[src/inc/pmc_pkg.sv]
// Shared constants and types for the mode and card-load controller
package pmc_pkg;

    // Clock and timing
    localparam int CLK_HZ = 100_000_000;
    localparam int CYC_PER_MS = CLK_HZ / 1000;
    localparam int BLINK_HALF_MS = 250;
    localparam int STARTUP_BLINK_MS = 3000;
    localparam int BLINK_HALF_CYC = BLINK_HALF_MS * CYC_PER_MS;
    localparam int STARTUP_BLINK_CYC = STARTUP_BLINK_MS * CYC_PER_MS;
    localparam int CNT_W = 32;

    // APB geometry
    localparam int ADDR_W = 8;
    localparam int DATA_W = 32;
    localparam int STRB_W = DATA_W / 8;

    // Register byte addresses
    localparam logic [ADDR_W-1:0] REG_CTRL = 8'h00;
    localparam logic [ADDR_W-1:0] REG_STATUS = 8'h04;
    localparam logic [ADDR_W-1:0] REG_DIAG_SEL = 8'h08;
    localparam logic [ADDR_W-1:0] REG_DIAG_DATA = 8'h0c;
    localparam logic [ADDR_W-1:0] REG_DIAG_COUNT = 8'h10;
    localparam logic [DATA_W-1:0] REG_RESET = 32'h0000_0000;

    // Control register bits
    localparam int CTRL_RUN_BIT = 0;
    localparam int CTRL_MRES_BIT = 1;
    localparam int CTRL_COPY_BIT = 2;

    // Status register fields
    localparam int ST_MODE_LSB = 0;
    localparam int ST_OUT_INH = 2;
    localparam int ST_RUN_LED = 3;
    localparam int ST_STOP_LED = 4;
    localparam int ST_CARD_LED = 5;
    localparam int ST_FAULT = 6;
    localparam int ST_BUSY = 7;
    localparam int ST_XFER_LSB = 8;

    // Diagnostic log
    localparam int DIAG_AW = 4;
    localparam int DIAG_DW = 16;
    localparam int DIAG_DEPTH = 1 << DIAG_AW;

    // Event identifiers written after each card access
    localparam logic [DIAG_DW-1:0] EV_LOAD_RAM = 16'he101;
    localparam logic [DIAG_DW-1:0] EV_LOAD_RAM_FLASH = 16'he102;
    localparam logic [DIAG_DW-1:0] EV_LOAD_POWERON = 16'he103;
    localparam logic [DIAG_DW-1:0] EV_WRITE_CARD = 16'he104;

    // Operating modes, Gray along stop, start-up, run
    typedef enum logic [1:0] {
        MODE_STOP = 2'b00,
        MODE_STARTUP = 2'b01,
        MODE_RUN = 2'b11
    } pmc_mode_t;

    // Card sequencer states
    typedef enum logic [1:0] {
        CARD_IDLE = 2'b00,
        CARD_XFER = 2'b01,
        CARD_LOG = 2'b11
    } pmc_card_t;

    // Transfer commands towards the memory subsystem
    typedef enum logic [2:0] {
        XF_NONE = 3'h0,
        XF_CARD_RAM = 3'h1,
        XF_CARD_RAM_FLASH = 3'h2,
        XF_FLASH_RAM = 3'h3,
        XF_RAM_CARD_FLASH = 3'h4
    } pmc_xfer_t;

endpackage

[src/inc/pmc_diag_if.sv]
// Diagnostic log port between controller and log memory
`timescale 1ns/1ps
`default_nettype none
interface pmc_diag_if;
    logic wr_en; // Append strobe
    logic [pmc_pkg::DIAG_AW-1:0] wr_addr; // Slot written
    logic [pmc_pkg::DIAG_DW-1:0] wr_data; // Event identifier
    logic [pmc_pkg::DIAG_AW-1:0] rd_addr; // Slot shown to software
    logic [pmc_pkg::DIAG_DW-1:0] rd_data; // Registered read data

    // Controller side
    modport writer (output wr_en, output wr_addr, output wr_data, output rd_addr,
        input rd_data);
    // Memory side
    modport store (input wr_en, input wr_addr, input wr_data, input rd_addr,
        output rd_data);
endinterface
`default_nettype wire

[src/rtl/pmc_diag_mem.sv]
// Small diagnostic log memory with registered read data
`timescale 1ns/1ps
`default_nettype none
module pmc_diag_mem (
    input wire logic pclk,
    input wire logic presetn,
    pmc_diag_if.store diag
);
    import pmc_pkg::*;

    // Whole memory state
    typedef struct packed {
        logic [DIAG_DEPTH-1:0][DIAG_DW-1:0] mem;
        logic [DIAG_DW-1:0] rd_data;
    } pmc_mem_state_t;

    pmc_mem_state_t st;
    pmc_mem_state_t next_st;

    // Write slot and registered read
    always_comb
    begin
        next_st = st;
        if (diag.wr_en)
        begin
            next_st.mem[diag.wr_addr] = diag.wr_data;
        end
        next_st.rd_data = st.mem[diag.rd_addr];
    end

    // State register
    always_ff @(posedge pclk or negedge presetn)
    begin
        if (!presetn)
            st <= '0;
        else
            st <= next_st;
    end

    assign diag.rd_data = st.rd_data;

endmodule // pmc_diag_mem
`default_nettype wire

[src/rtl/pmc_blink_div.sv]
// Blink rate divider: enable tick and square phase
`timescale 1ns/1ps
`default_nettype none
module pmc_blink_div #(
    parameter logic [pmc_pkg::CNT_W-1:0] HALF_CYCLES = pmc_pkg::CNT_W'(pmc_pkg::BLINK_HALF_CYC)
) (
    input wire logic pclk,
    input wire logic presetn,
    output logic tick,
    output logic phase
);
    import pmc_pkg::*;

    // Divider state
    typedef struct packed {
        logic [CNT_W-1:0] cnt;
        logic tick;
        logic phase;
    } pmc_div_state_t;

    pmc_div_state_t st;
    pmc_div_state_t next_st;

    // Count down, pulse and toggle at zero
    always_comb
    begin
        next_st = st;
        next_st.tick = 1'b0;
        if (st.cnt == '0)
        begin
            next_st.cnt = HALF_CYCLES - CNT_W'(1);
            next_st.tick = 1'b1;
            next_st.phase = ~st.phase;
        end
        else
        begin
            next_st.cnt = st.cnt - CNT_W'(1);
        end
    end

    // State register
    always_ff @(posedge pclk or negedge presetn)
    begin
        if (!presetn)
            st <= '0;
        else
            st <= next_st;
    end

    assign tick = st.tick;
    assign phase = st.phase;

endmodule // pmc_blink_div
`default_nettype wire

[src/rtl/pmc_mode_ctrl.sv]
// Operating-mode sequencer and memory-card program loader
//
// The placing of the registers and register access over APB were decided locally.
`timescale 1ns/1ps
`default_nettype none
module pmc_mode_ctrl #(
    parameter logic [pmc_pkg::CNT_W-1:0] BLINK_HALF_CYCLES =
        pmc_pkg::CNT_W'(pmc_pkg::BLINK_HALF_CYC),
    parameter logic [pmc_pkg::CNT_W-1:0] STARTUP_BLINK_CYCLES =
        pmc_pkg::CNT_W'(pmc_pkg::STARTUP_BLINK_CYC)
) (
    input wire logic pclk,
    input wire logic presetn,
    input wire logic [pmc_pkg::ADDR_W-1:0] paddr,
    input wire logic psel,
    input wire logic penable,
    input wire logic pwrite,
    input wire logic [pmc_pkg::DATA_W-1:0] pwdata,
    input wire logic [pmc_pkg::STRB_W-1:0] pstrb,
    output logic [pmc_pkg::DATA_W-1:0] prdata,
    output logic pready,
    output logic pslverr,
    input wire logic startup_done,
    input wire logic startup_error,
    input wire logic cycle_overrun,
    input wire logic card_present,
    input wire logic card_has_ram_image,
    input wire logic card_has_ram_flash_image,
    input wire logic card_has_poweron_image,
    input wire logic battery_empty,
    input wire logic xfer_done,
    input wire logic user_mem_short,
    output logic output_inhibit_signal,
    output logic run_led,
    output logic stop_led,
    output logic card_activity_indicator,
    output logic system_fault_indicator,
    output logic startup_block_run,
    output logic cyclic_main_block_run,
    output logic timers_run,
    output logic clear_input_image,
    output logic clear_output_image,
    output pmc_pkg::pmc_xfer_t xfer_cmd
);
    import pmc_pkg::*;

    // Whole controller state
    typedef struct packed {
        pmc_mode_t mode; // Operating mode
        pmc_card_t card; // Card sequencer
        pmc_xfer_t xfer; // Transfer in progress
        logic run_switch; // Software run request
        logic mres_req; // Pending overall reset
        logic copy_req; // Pending copy RAM to card
        logic por_pend; // Power-on load still to check
        logic [CNT_W-1:0] hold_cnt; // Start-up blink remaining
        logic [DIAG_DW-1:0] ev_id; // Event to log
        logic [DIAG_AW-1:0] diag_sel; // Log slot shown
        logic [DIAG_AW-1:0] diag_wp; // Next log slot
        logic [DIAG_AW:0] diag_cnt; // Entries logged, saturating
        logic out_inh, run_led, stop_led, card_led, fault; // Lamps and inhibit
        logic startup_run, main_run, timers_run, clr_in, clr_out; // Program activity
        logic pready, pslverr; // Bus answer
        logic [DATA_W-1:0] prdata;
    } pmc_state_t;

    // Reset image: stop mode, outputs inhibited, power-on check pending
    localparam pmc_state_t ST_RESET = '{
        mode: MODE_STOP, card: CARD_IDLE, xfer: XF_NONE,
        run_switch: 1'b0, mres_req: 1'b0, copy_req: 1'b0, por_pend: 1'b1,
        hold_cnt: '0, ev_id: '0, diag_sel: '0, diag_wp: '0, diag_cnt: '0,
        out_inh: 1'b1, run_led: 1'b0, stop_led: 1'b1, card_led: 1'b0,
        fault: 1'b0, startup_run: 1'b0, main_run: 1'b0, timers_run: 1'b0,
        clr_in: 1'b0, clr_out: 1'b0, pready: 1'b0, pslverr: 1'b0,
        prdata: REG_RESET
    };

    pmc_state_t st;
    pmc_state_t next_st;
    logic blink_phase; // Shared lamp blink square wave
    pmc_diag_if diag ();
    // Lamp blink rate source
    pmc_blink_div #(
        .HALF_CYCLES(BLINK_HALF_CYCLES)
    ) u_blink (
        .pclk(pclk),
        .presetn(presetn),
        .tick(),
        .phase(blink_phase)
    );
    // Diagnostic log storage
    pmc_diag_mem u_diag (
        .pclk(pclk),
        .presetn(presetn),
        .diag(diag)
    );
    // Log port driven from state
    assign diag.wr_en = (st.card == CARD_LOG);
    assign diag.wr_addr = st.diag_wp;
    assign diag.wr_data = st.ev_id;
    assign diag.rd_addr = st.diag_sel;
    // Decoded address is a defined register
    function automatic logic is_mapped(input logic [ADDR_W-1:0] a);
        is_mapped = (a == REG_CTRL) || (a == REG_STATUS) || (a == REG_DIAG_SEL) ||
            (a == REG_DIAG_DATA) || (a == REG_DIAG_COUNT);
    endfunction
    // Transfer touches the card
    function automatic logic is_card_op(input pmc_xfer_t x);
        is_card_op = (x != XF_NONE) && (x != XF_FLASH_RAM);
    endfunction

    // Next state of mode, card sequencer, lamps and bus slave
    always_comb
    begin
        logic wr_hit; // Write completes this cycle
        logic card_busy; // Card sequencer not idle, or power-on check pending
        logic any_image; // Card holds a user program
        logic want_mres; // Software sets overall reset
        logic want_copy; // Software sets copy command
        logic take_mres; // Overall reset consumed
        logic take_copy; // Copy command consumed
        wr_hit = psel && penable && st.pready && pwrite && is_mapped(paddr);
        card_busy = (st.card != CARD_IDLE) || st.por_pend;
        any_image = card_present &&
            (card_has_ram_image || card_has_ram_flash_image || card_has_poweron_image);
        want_mres = wr_hit && (paddr == REG_CTRL) && pstrb[0] && pwdata[CTRL_MRES_BIT];
        want_copy = wr_hit && (paddr == REG_CTRL) && pstrb[0] && pwdata[CTRL_COPY_BIT];
        take_mres = 1'b0;
        take_copy = 1'b0;
        next_st = st;
        next_st.clr_in = 1'b0;
        next_st.clr_out = 1'b0;

        // Start-up blink hold counts down to zero
        if (st.hold_cnt != '0)
            next_st.hold_cnt = st.hold_cnt - CNT_W'(1);

        // Operating mode sequence
        unique case (st.mode)
            MODE_STOP:
                // Nothing is cleared on entry to stop, state stays as left
                if (st.run_switch && !card_busy)
                begin
                    next_st.mode = MODE_STARTUP;
                    next_st.clr_in = 1'b1;
                    next_st.hold_cnt = STARTUP_BLINK_CYCLES;
                end
            MODE_STARTUP:
                // Overrun ignored here: start-up is not time supervised
                if (startup_error || !st.run_switch)
                    next_st.mode = MODE_STOP;
                else if (startup_done)
                begin
                    next_st.mode = MODE_RUN;
                    next_st.clr_out = 1'b1;
                end
            MODE_RUN:
                // Cycle overrun, error or switch drop stop the program
                if (startup_error || cycle_overrun || !st.run_switch)
                    next_st.mode = MODE_STOP;
            default:
                // Illegal code falls back to the safe mode
                next_st.mode = MODE_STOP;
        endcase

        // Card load and write sequencer
        unique case (st.card)
            CARD_IDLE:
            begin
                if (st.por_pend)
                begin
                    // Power-on: card power-on image, else flash if battery empty and no card image
                    next_st.por_pend = 1'b0;
                    if (card_present && card_has_poweron_image)
                    begin
                        next_st.xfer = XF_CARD_RAM;
                        next_st.ev_id = EV_LOAD_POWERON;
                        next_st.card = CARD_XFER;
                    end
                    else if (battery_empty && !any_image)
                    begin
                        next_st.xfer = XF_FLASH_RAM;
                        next_st.card = CARD_XFER;
                    end
                end
                else if (st.mres_req && (st.mode == MODE_STOP))
                begin
                    // Overall reset: flash variant takes precedence
                    take_mres = 1'b1;
                    next_st.fault = 1'b0;
                    if (card_present && card_has_ram_flash_image)
                    begin
                        next_st.xfer = XF_CARD_RAM_FLASH;
                        next_st.ev_id = EV_LOAD_RAM_FLASH;
                        next_st.card = CARD_XFER;
                    end
                    else if (card_present && card_has_ram_image)
                    begin
                        next_st.xfer = XF_CARD_RAM;
                        next_st.ev_id = EV_LOAD_RAM;
                        next_st.card = CARD_XFER;
                    end
                    else if (battery_empty && !any_image)
                    begin
                        next_st.xfer = XF_FLASH_RAM;
                        next_st.card = CARD_XFER;
                    end
                end
                else if (st.copy_req)
                begin
                    // Copy without a card is dropped
                    take_copy = 1'b1;
                    if (card_present)
                    begin
                        next_st.xfer = XF_RAM_CARD_FLASH;
                        next_st.ev_id = EV_WRITE_CARD;
                        next_st.card = CARD_XFER;
                    end
                end
            end
            CARD_XFER:
            begin
                // Short memory leaves a partial load, flagged by the lamp
                if (user_mem_short && (st.xfer != XF_RAM_CARD_FLASH))
                    next_st.fault = 1'b1;
                if (xfer_done)
                begin
                    next_st.xfer = XF_NONE;
                    next_st.card = is_card_op(st.xfer) ? CARD_LOG : CARD_IDLE;
                end
            end
            CARD_LOG:
            begin
                // One entry appended per card access
                next_st.diag_wp = st.diag_wp + DIAG_AW'(1);
                if (st.diag_cnt != (DIAG_AW+1)'(DIAG_DEPTH))
                    next_st.diag_cnt = st.diag_cnt + (DIAG_AW+1)'(1);
                next_st.card = CARD_IDLE;
            end
            default:
                next_st.card = CARD_IDLE;
        endcase

        // Command bits: a new request wins over consumption
        next_st.mres_req = (st.mres_req && !take_mres) || want_mres;
        next_st.copy_req = (st.copy_req && !take_copy) || want_copy;

        // Register writes at the completing edge
        if (wr_hit && pstrb[0])
        begin
            if (paddr == REG_CTRL)
                next_st.run_switch = pwdata[CTRL_RUN_BIT];
            else if (paddr == REG_DIAG_SEL)
                next_st.diag_sel = pwdata[DIAG_AW-1:0];
        end

        // Inhibit held outside run, released only in run
        next_st.out_inh = (next_st.mode != MODE_RUN);
        // Program activity follows the mode
        next_st.startup_run = (next_st.mode == MODE_STARTUP);
        next_st.main_run = (next_st.mode == MODE_RUN);
        next_st.timers_run = (next_st.mode == MODE_RUN);
        // Run lamp blinks through start-up and the minimum hold
        if ((next_st.mode == MODE_STARTUP) || (next_st.hold_cnt != '0))
            next_st.run_led = blink_phase;
        else
            next_st.run_led = (next_st.mode == MODE_RUN);
        next_st.stop_led = (next_st.mode == MODE_STOP);
        // Card lamp blinks while card or flash transfer runs
        next_st.card_led = (next_st.card == CARD_XFER) && blink_phase;

        // APB: one wait state, then ready with data or error
        if (psel && penable && !st.pready)
        begin
            next_st.pready = 1'b1;
            next_st.pslverr = !is_mapped(paddr);
            next_st.prdata = REG_RESET;
            if (!pwrite)
            begin
                unique case (paddr)
                    REG_CTRL:
                    begin
                        next_st.prdata[CTRL_RUN_BIT] = st.run_switch;
                        next_st.prdata[CTRL_MRES_BIT] = st.mres_req;
                        next_st.prdata[CTRL_COPY_BIT] = st.copy_req;
                    end
                    REG_STATUS:
                    begin
                        next_st.prdata[ST_MODE_LSB +: 2] = st.mode;
                        next_st.prdata[ST_OUT_INH] = st.out_inh;
                        next_st.prdata[ST_RUN_LED] = st.run_led;
                        next_st.prdata[ST_STOP_LED] = st.stop_led;
                        next_st.prdata[ST_CARD_LED] = st.card_led;
                        next_st.prdata[ST_FAULT] = st.fault;
                        next_st.prdata[ST_BUSY] = card_busy;
                        next_st.prdata[ST_XFER_LSB +: 3] = st.xfer;
                    end
                    REG_DIAG_SEL:
                        next_st.prdata[DIAG_AW-1:0] = st.diag_sel;
                    REG_DIAG_DATA:
                        next_st.prdata[DIAG_DW-1:0] = diag.rd_data;
                    REG_DIAG_COUNT:
                        next_st.prdata[DIAG_AW:0] = st.diag_cnt;
                    default:
                        // Unmapped reads return zero with error
                        next_st.prdata = REG_RESET;
                endcase
            end
        end
        else
        begin
            next_st.pready = 1'b0;
            next_st.pslverr = 1'b0;
        end
    end

    // State register
    always_ff @(posedge pclk or negedge presetn)
    begin
        if (!presetn)
            st <= ST_RESET;
        else
            st <= next_st;
    end

    // Outputs straight from the state register
    assign prdata = st.prdata;
    assign pready = st.pready;
    assign pslverr = st.pslverr;
    assign output_inhibit_signal = st.out_inh;
    assign run_led = st.run_led;
    assign stop_led = st.stop_led;
    assign card_activity_indicator = st.card_led;
    assign system_fault_indicator = st.fault;
    assign startup_block_run = st.startup_run;
    assign cyclic_main_block_run = st.main_run;
    assign timers_run = st.timers_run;
    assign clear_input_image = st.clr_in;
    assign clear_output_image = st.clr_out;
    assign xfer_cmd = st.xfer;

endmodule // pmc_mode_ctrl
`default_nettype wire

[config.mk]
export PLATFORM = sky130hd
export DESIGN_NAME = pmc_mode_ctrl
export DESIGN_NICKNAME = d
export VERILOG_FILES = /design/src/inc/pmc_pkg.sv /design/src/inc/pmc_diag_if.sv /design/src/rtl/pmc_diag_mem.sv /design/src/rtl/pmc_blink_div.sv /design/src/rtl/pmc_mode_ctrl.sv
export SDC_FILE = /design/constraint.sdc
export NUM_CORES = 1
export LEC_CHECK = 0
export BUFFER_PORTS_ARGS = -buffer_cell sky130_fd_sc_hd__buf_2
export CAP_MARGIN = 0
export CORE_ASPECT_RATIO = 0.9
export CORE_MARGIN = 5
export CORE_UTILIZATION = 59
export DETAILED_ROUTE_END_ITERATION = 8
export PLACE_DENSITY = 0.81
export RECOVER_POWER = 100
export REMOVE_ABC_BUFFERS = 1
export SKIP_CTS_REPAIR_TIMING = 1
export SLEW_MARGIN = 5
export SYNTH_ARGS = -nofsm -noshare
export SYNTH_HDL_FRONTEND = slang
export SYNTH_SLANG_ARGS = --single-unit
[constraint.sdc]
create_clock -name pclk -period 3.7 [get_ports pclk]
set_clock_uncertainty 0.15 [all_clocks]
set_input_delay 0.37 -clock pclk [delete_from_list [all_inputs] [get_ports pclk]]
set_output_delay 0.37 -clock pclk [all_outputs]
set_load 0.01 [all_outputs]
==> results.cfg <==
[cells_and_area]
nets = 929
ff_latch_area_sq_um = 4610
fin_util_pct = 68.1
syn_to_final_growth_pct = 12.4
layout-drive-gt1-share_pct = 21.9
final_cell_mix = dfrtp_1, nor2_1, nand2_1
fill_cells = 1042
layout_commonest_cell = dfrtp_1
final_cell_count_no_fill = 1072
multi_input_area_sq_um = 4100
antenna_cells = 0

[synth]
synth_edf_count = 0
synthTopCellsByArea = dfrtp_1, mux2_2, mux4_2
ys_warn_count = 0
seq_area_frac_synth_pct = 51.2
avgSynthCellArea_sq_um = 11.3
async_flop_share_pct = 100
netlist_area_sq_um = 9010
yosys.area.top_type_share_pct = 50.3
ys_ff_latch = 184
synth_ff_type = dfrtp_1
synth.distinct_cells = 61
synth_area_leader_cell = dfrtp_1
syn_inst = 797

[worst_setup_path]
worst_setup_path_start_kind = register
crit_chain = or4_4 -> or4_4 -> o21bai_4 -> nor3_2 -> xnor2_1 -> o211ai_1 -> or4_1 -> nor4_2 -> mux2_2
crit_required_ns = 3.85
cpMostUsedCell = or4_4
arrival_ns = 3.79
path_max_fanout = 6
r2r_slack_ns = 0.06
cp.buffers_inverters = 0
crit_family = simple AND/OR/NAND/NOR gates
crit_path_end_kind = register
slowest_stage = or4_1
crit_type = reg2reg
cp_slowest_stage_delay_ns = 0.54

[clock_tree]
htreeDepth = 4
cts_tree = built
clock-sinks = 184
clockRootBuffer = clkbuf_16
cts_buffer_depth = 2
insertion_delay_ns = 0.42
cts_made_buffers = 17
clk_pin_slew_ns = 0.06

[sta]
tightest_slew_ns = 1.97
whs_ns = 0.0483
hold_viol = 0
slew_violations = 82
tns_ns = 0
timing.final.crit_share_pct = 98.4
setup_ws_ns = 0.0604
fin_crit_ns = 3.64
max_slew_margin_pct = -31.3
setup_viol = 0
fmax_ghz = 0.275

[place]
numPortBuffers = 56
dp.cells = 1036
place_congestion = 0.911
dp_hpwl_mm = 12.9
dp_slack_ns = 0.0692

[drt]
routed_via_density = 5.97
drt_iter0_drc = 568
postRouteAntennaNets = 0
routed_wl_mm = 19.5
wl_per_cell_um = 18.2
drc = 0
dr.pass1.iters = 5
vias = 6405

[global_routing]
grt_first_pass_wirelength_mm = 31.8
grtUsageTotal_pct = 22.0
grt_pass1_vias = 6162
antenna_found_initial = 0
grt.overflow.total = 0
grt_max_degree = 83

[die]
die_area_sq_um = 17800
fp.dieH_um = 127
core_sq_um = 14900
start_util_pct = 60.6
rows = 42
die_width_um = 140
ioPinCount = 106

[status]
status = finished, violations left
violations = capacitance limit, slew limit

[power_and_ir_drop]
p_leak_nw = 4.56
ir_drop_v = 0.000404
p_per_area_nw_per_um2 = 515

[min_path]
min_path_type = in2reg

[job]
drv_cap = 1
path summary, 6_finish.rpt:
kind / start / endpoint / depth (start not counted)
worst min-delay path: pwdata[3] / diag.rd_addr[3] / 2
worst min register to register: u_blink.st[14] / u_blink.st[14] / 1
worst max register to register: st[75] / run_led / 9
max in group asynchronous: presetn / u_diag.diag.rd_data[8] / 3
worst max-delay path: st[75] / run_led / 9
min in group asynchronous: presetn / st[75] / 2
sequential cells by signal, summed over array words and instances (netlist names), 3 cells and up:
| signal | flops |
|---|---|
| u_blink.st | 32 |
| u_diag.st | 64 |
| diag.wr_addr | 4 |
| diag.wr_data | 4 |
| diag.rd_addr | 4 |
| u_diag.diag.rd_data | 4 |
| prdata | 12 |
| xfer_cmd | 3 |
| st | 45 |
synthesized netlist by cell type, types with 6 or more instances:
cell      number
dfrtp_1      181
nor2_1        73
mux2_2        70
nand2_1       69
buf_4         37
xnor2_1       35
a21oi_1       24
xor2_1        23
clkbuf_1      20
mux4_2        20
nand3_1       20
inv_1         18
nor4_1        18
nor3_1        17
o21ai_0       17
nand4_1       12
or3_1         12
ha_1           9
mux2i_1        8
nand2b_1       8
a22o_1         6
or4_1          6
power by group:
| part | leakage [nW] | internal, mW | switching (mW) | total, mW |
|---|---|---|---|---|
| logic | 1.83 | 0.453 | 0.560 | 1.01 |
| registers | 2.43 | 2.17 | 0.197 | 2.36 |
| clock network | 0.291 | 1.10 | 0.742 | 1.84 |
| total | 4.56 | 3.72 | 1.50 | 5.22 |
stage by stage:
step / area (sq um) / power (mW)
after floorplan: 8690 / 2.90
after global placement: 9470 / 3.27
after detailed placement: 9470 / 3.29
after CTS: 10100 / 5.15
after global routing: 10100 / 5.45
final: 10100 / 5.22
cells by family after synthesis:
family,synth area share [%]
and+or+nand+nor,15.3
DFF,51.2
muxes,14.6
AOI/OAI and AO/OA,6.90
buffers and inverters,5.04
xor gates and xnor gates,5.64
adders and majority gates,1.25
other,0.0416
metal layers:
layer  vias up  part of all wire [%]  global-route usage [%]
met5         -                     0                       0
met4         0                   1.9                    6.32
met3        44                   6.3                    5.27
met2       217                    48                    34.0
met1      3214                    44                    31.4
li1       2930                     -                       -
area by class of cell:
cell class | count | share of cell area, %
Sequential cell | 184 | 45.5
Multi-Input combinational cell | 549 | 40.4
Timing Repair Buffer | 90 | 4.92
Clock buffer | 22 | 4.58
Tap cell | 198 | 2.45
Clock inverter | 10 | 1.40
Inverter | 19 | 0.704
No activity file was read; power rests on OpenSTA's default activity.
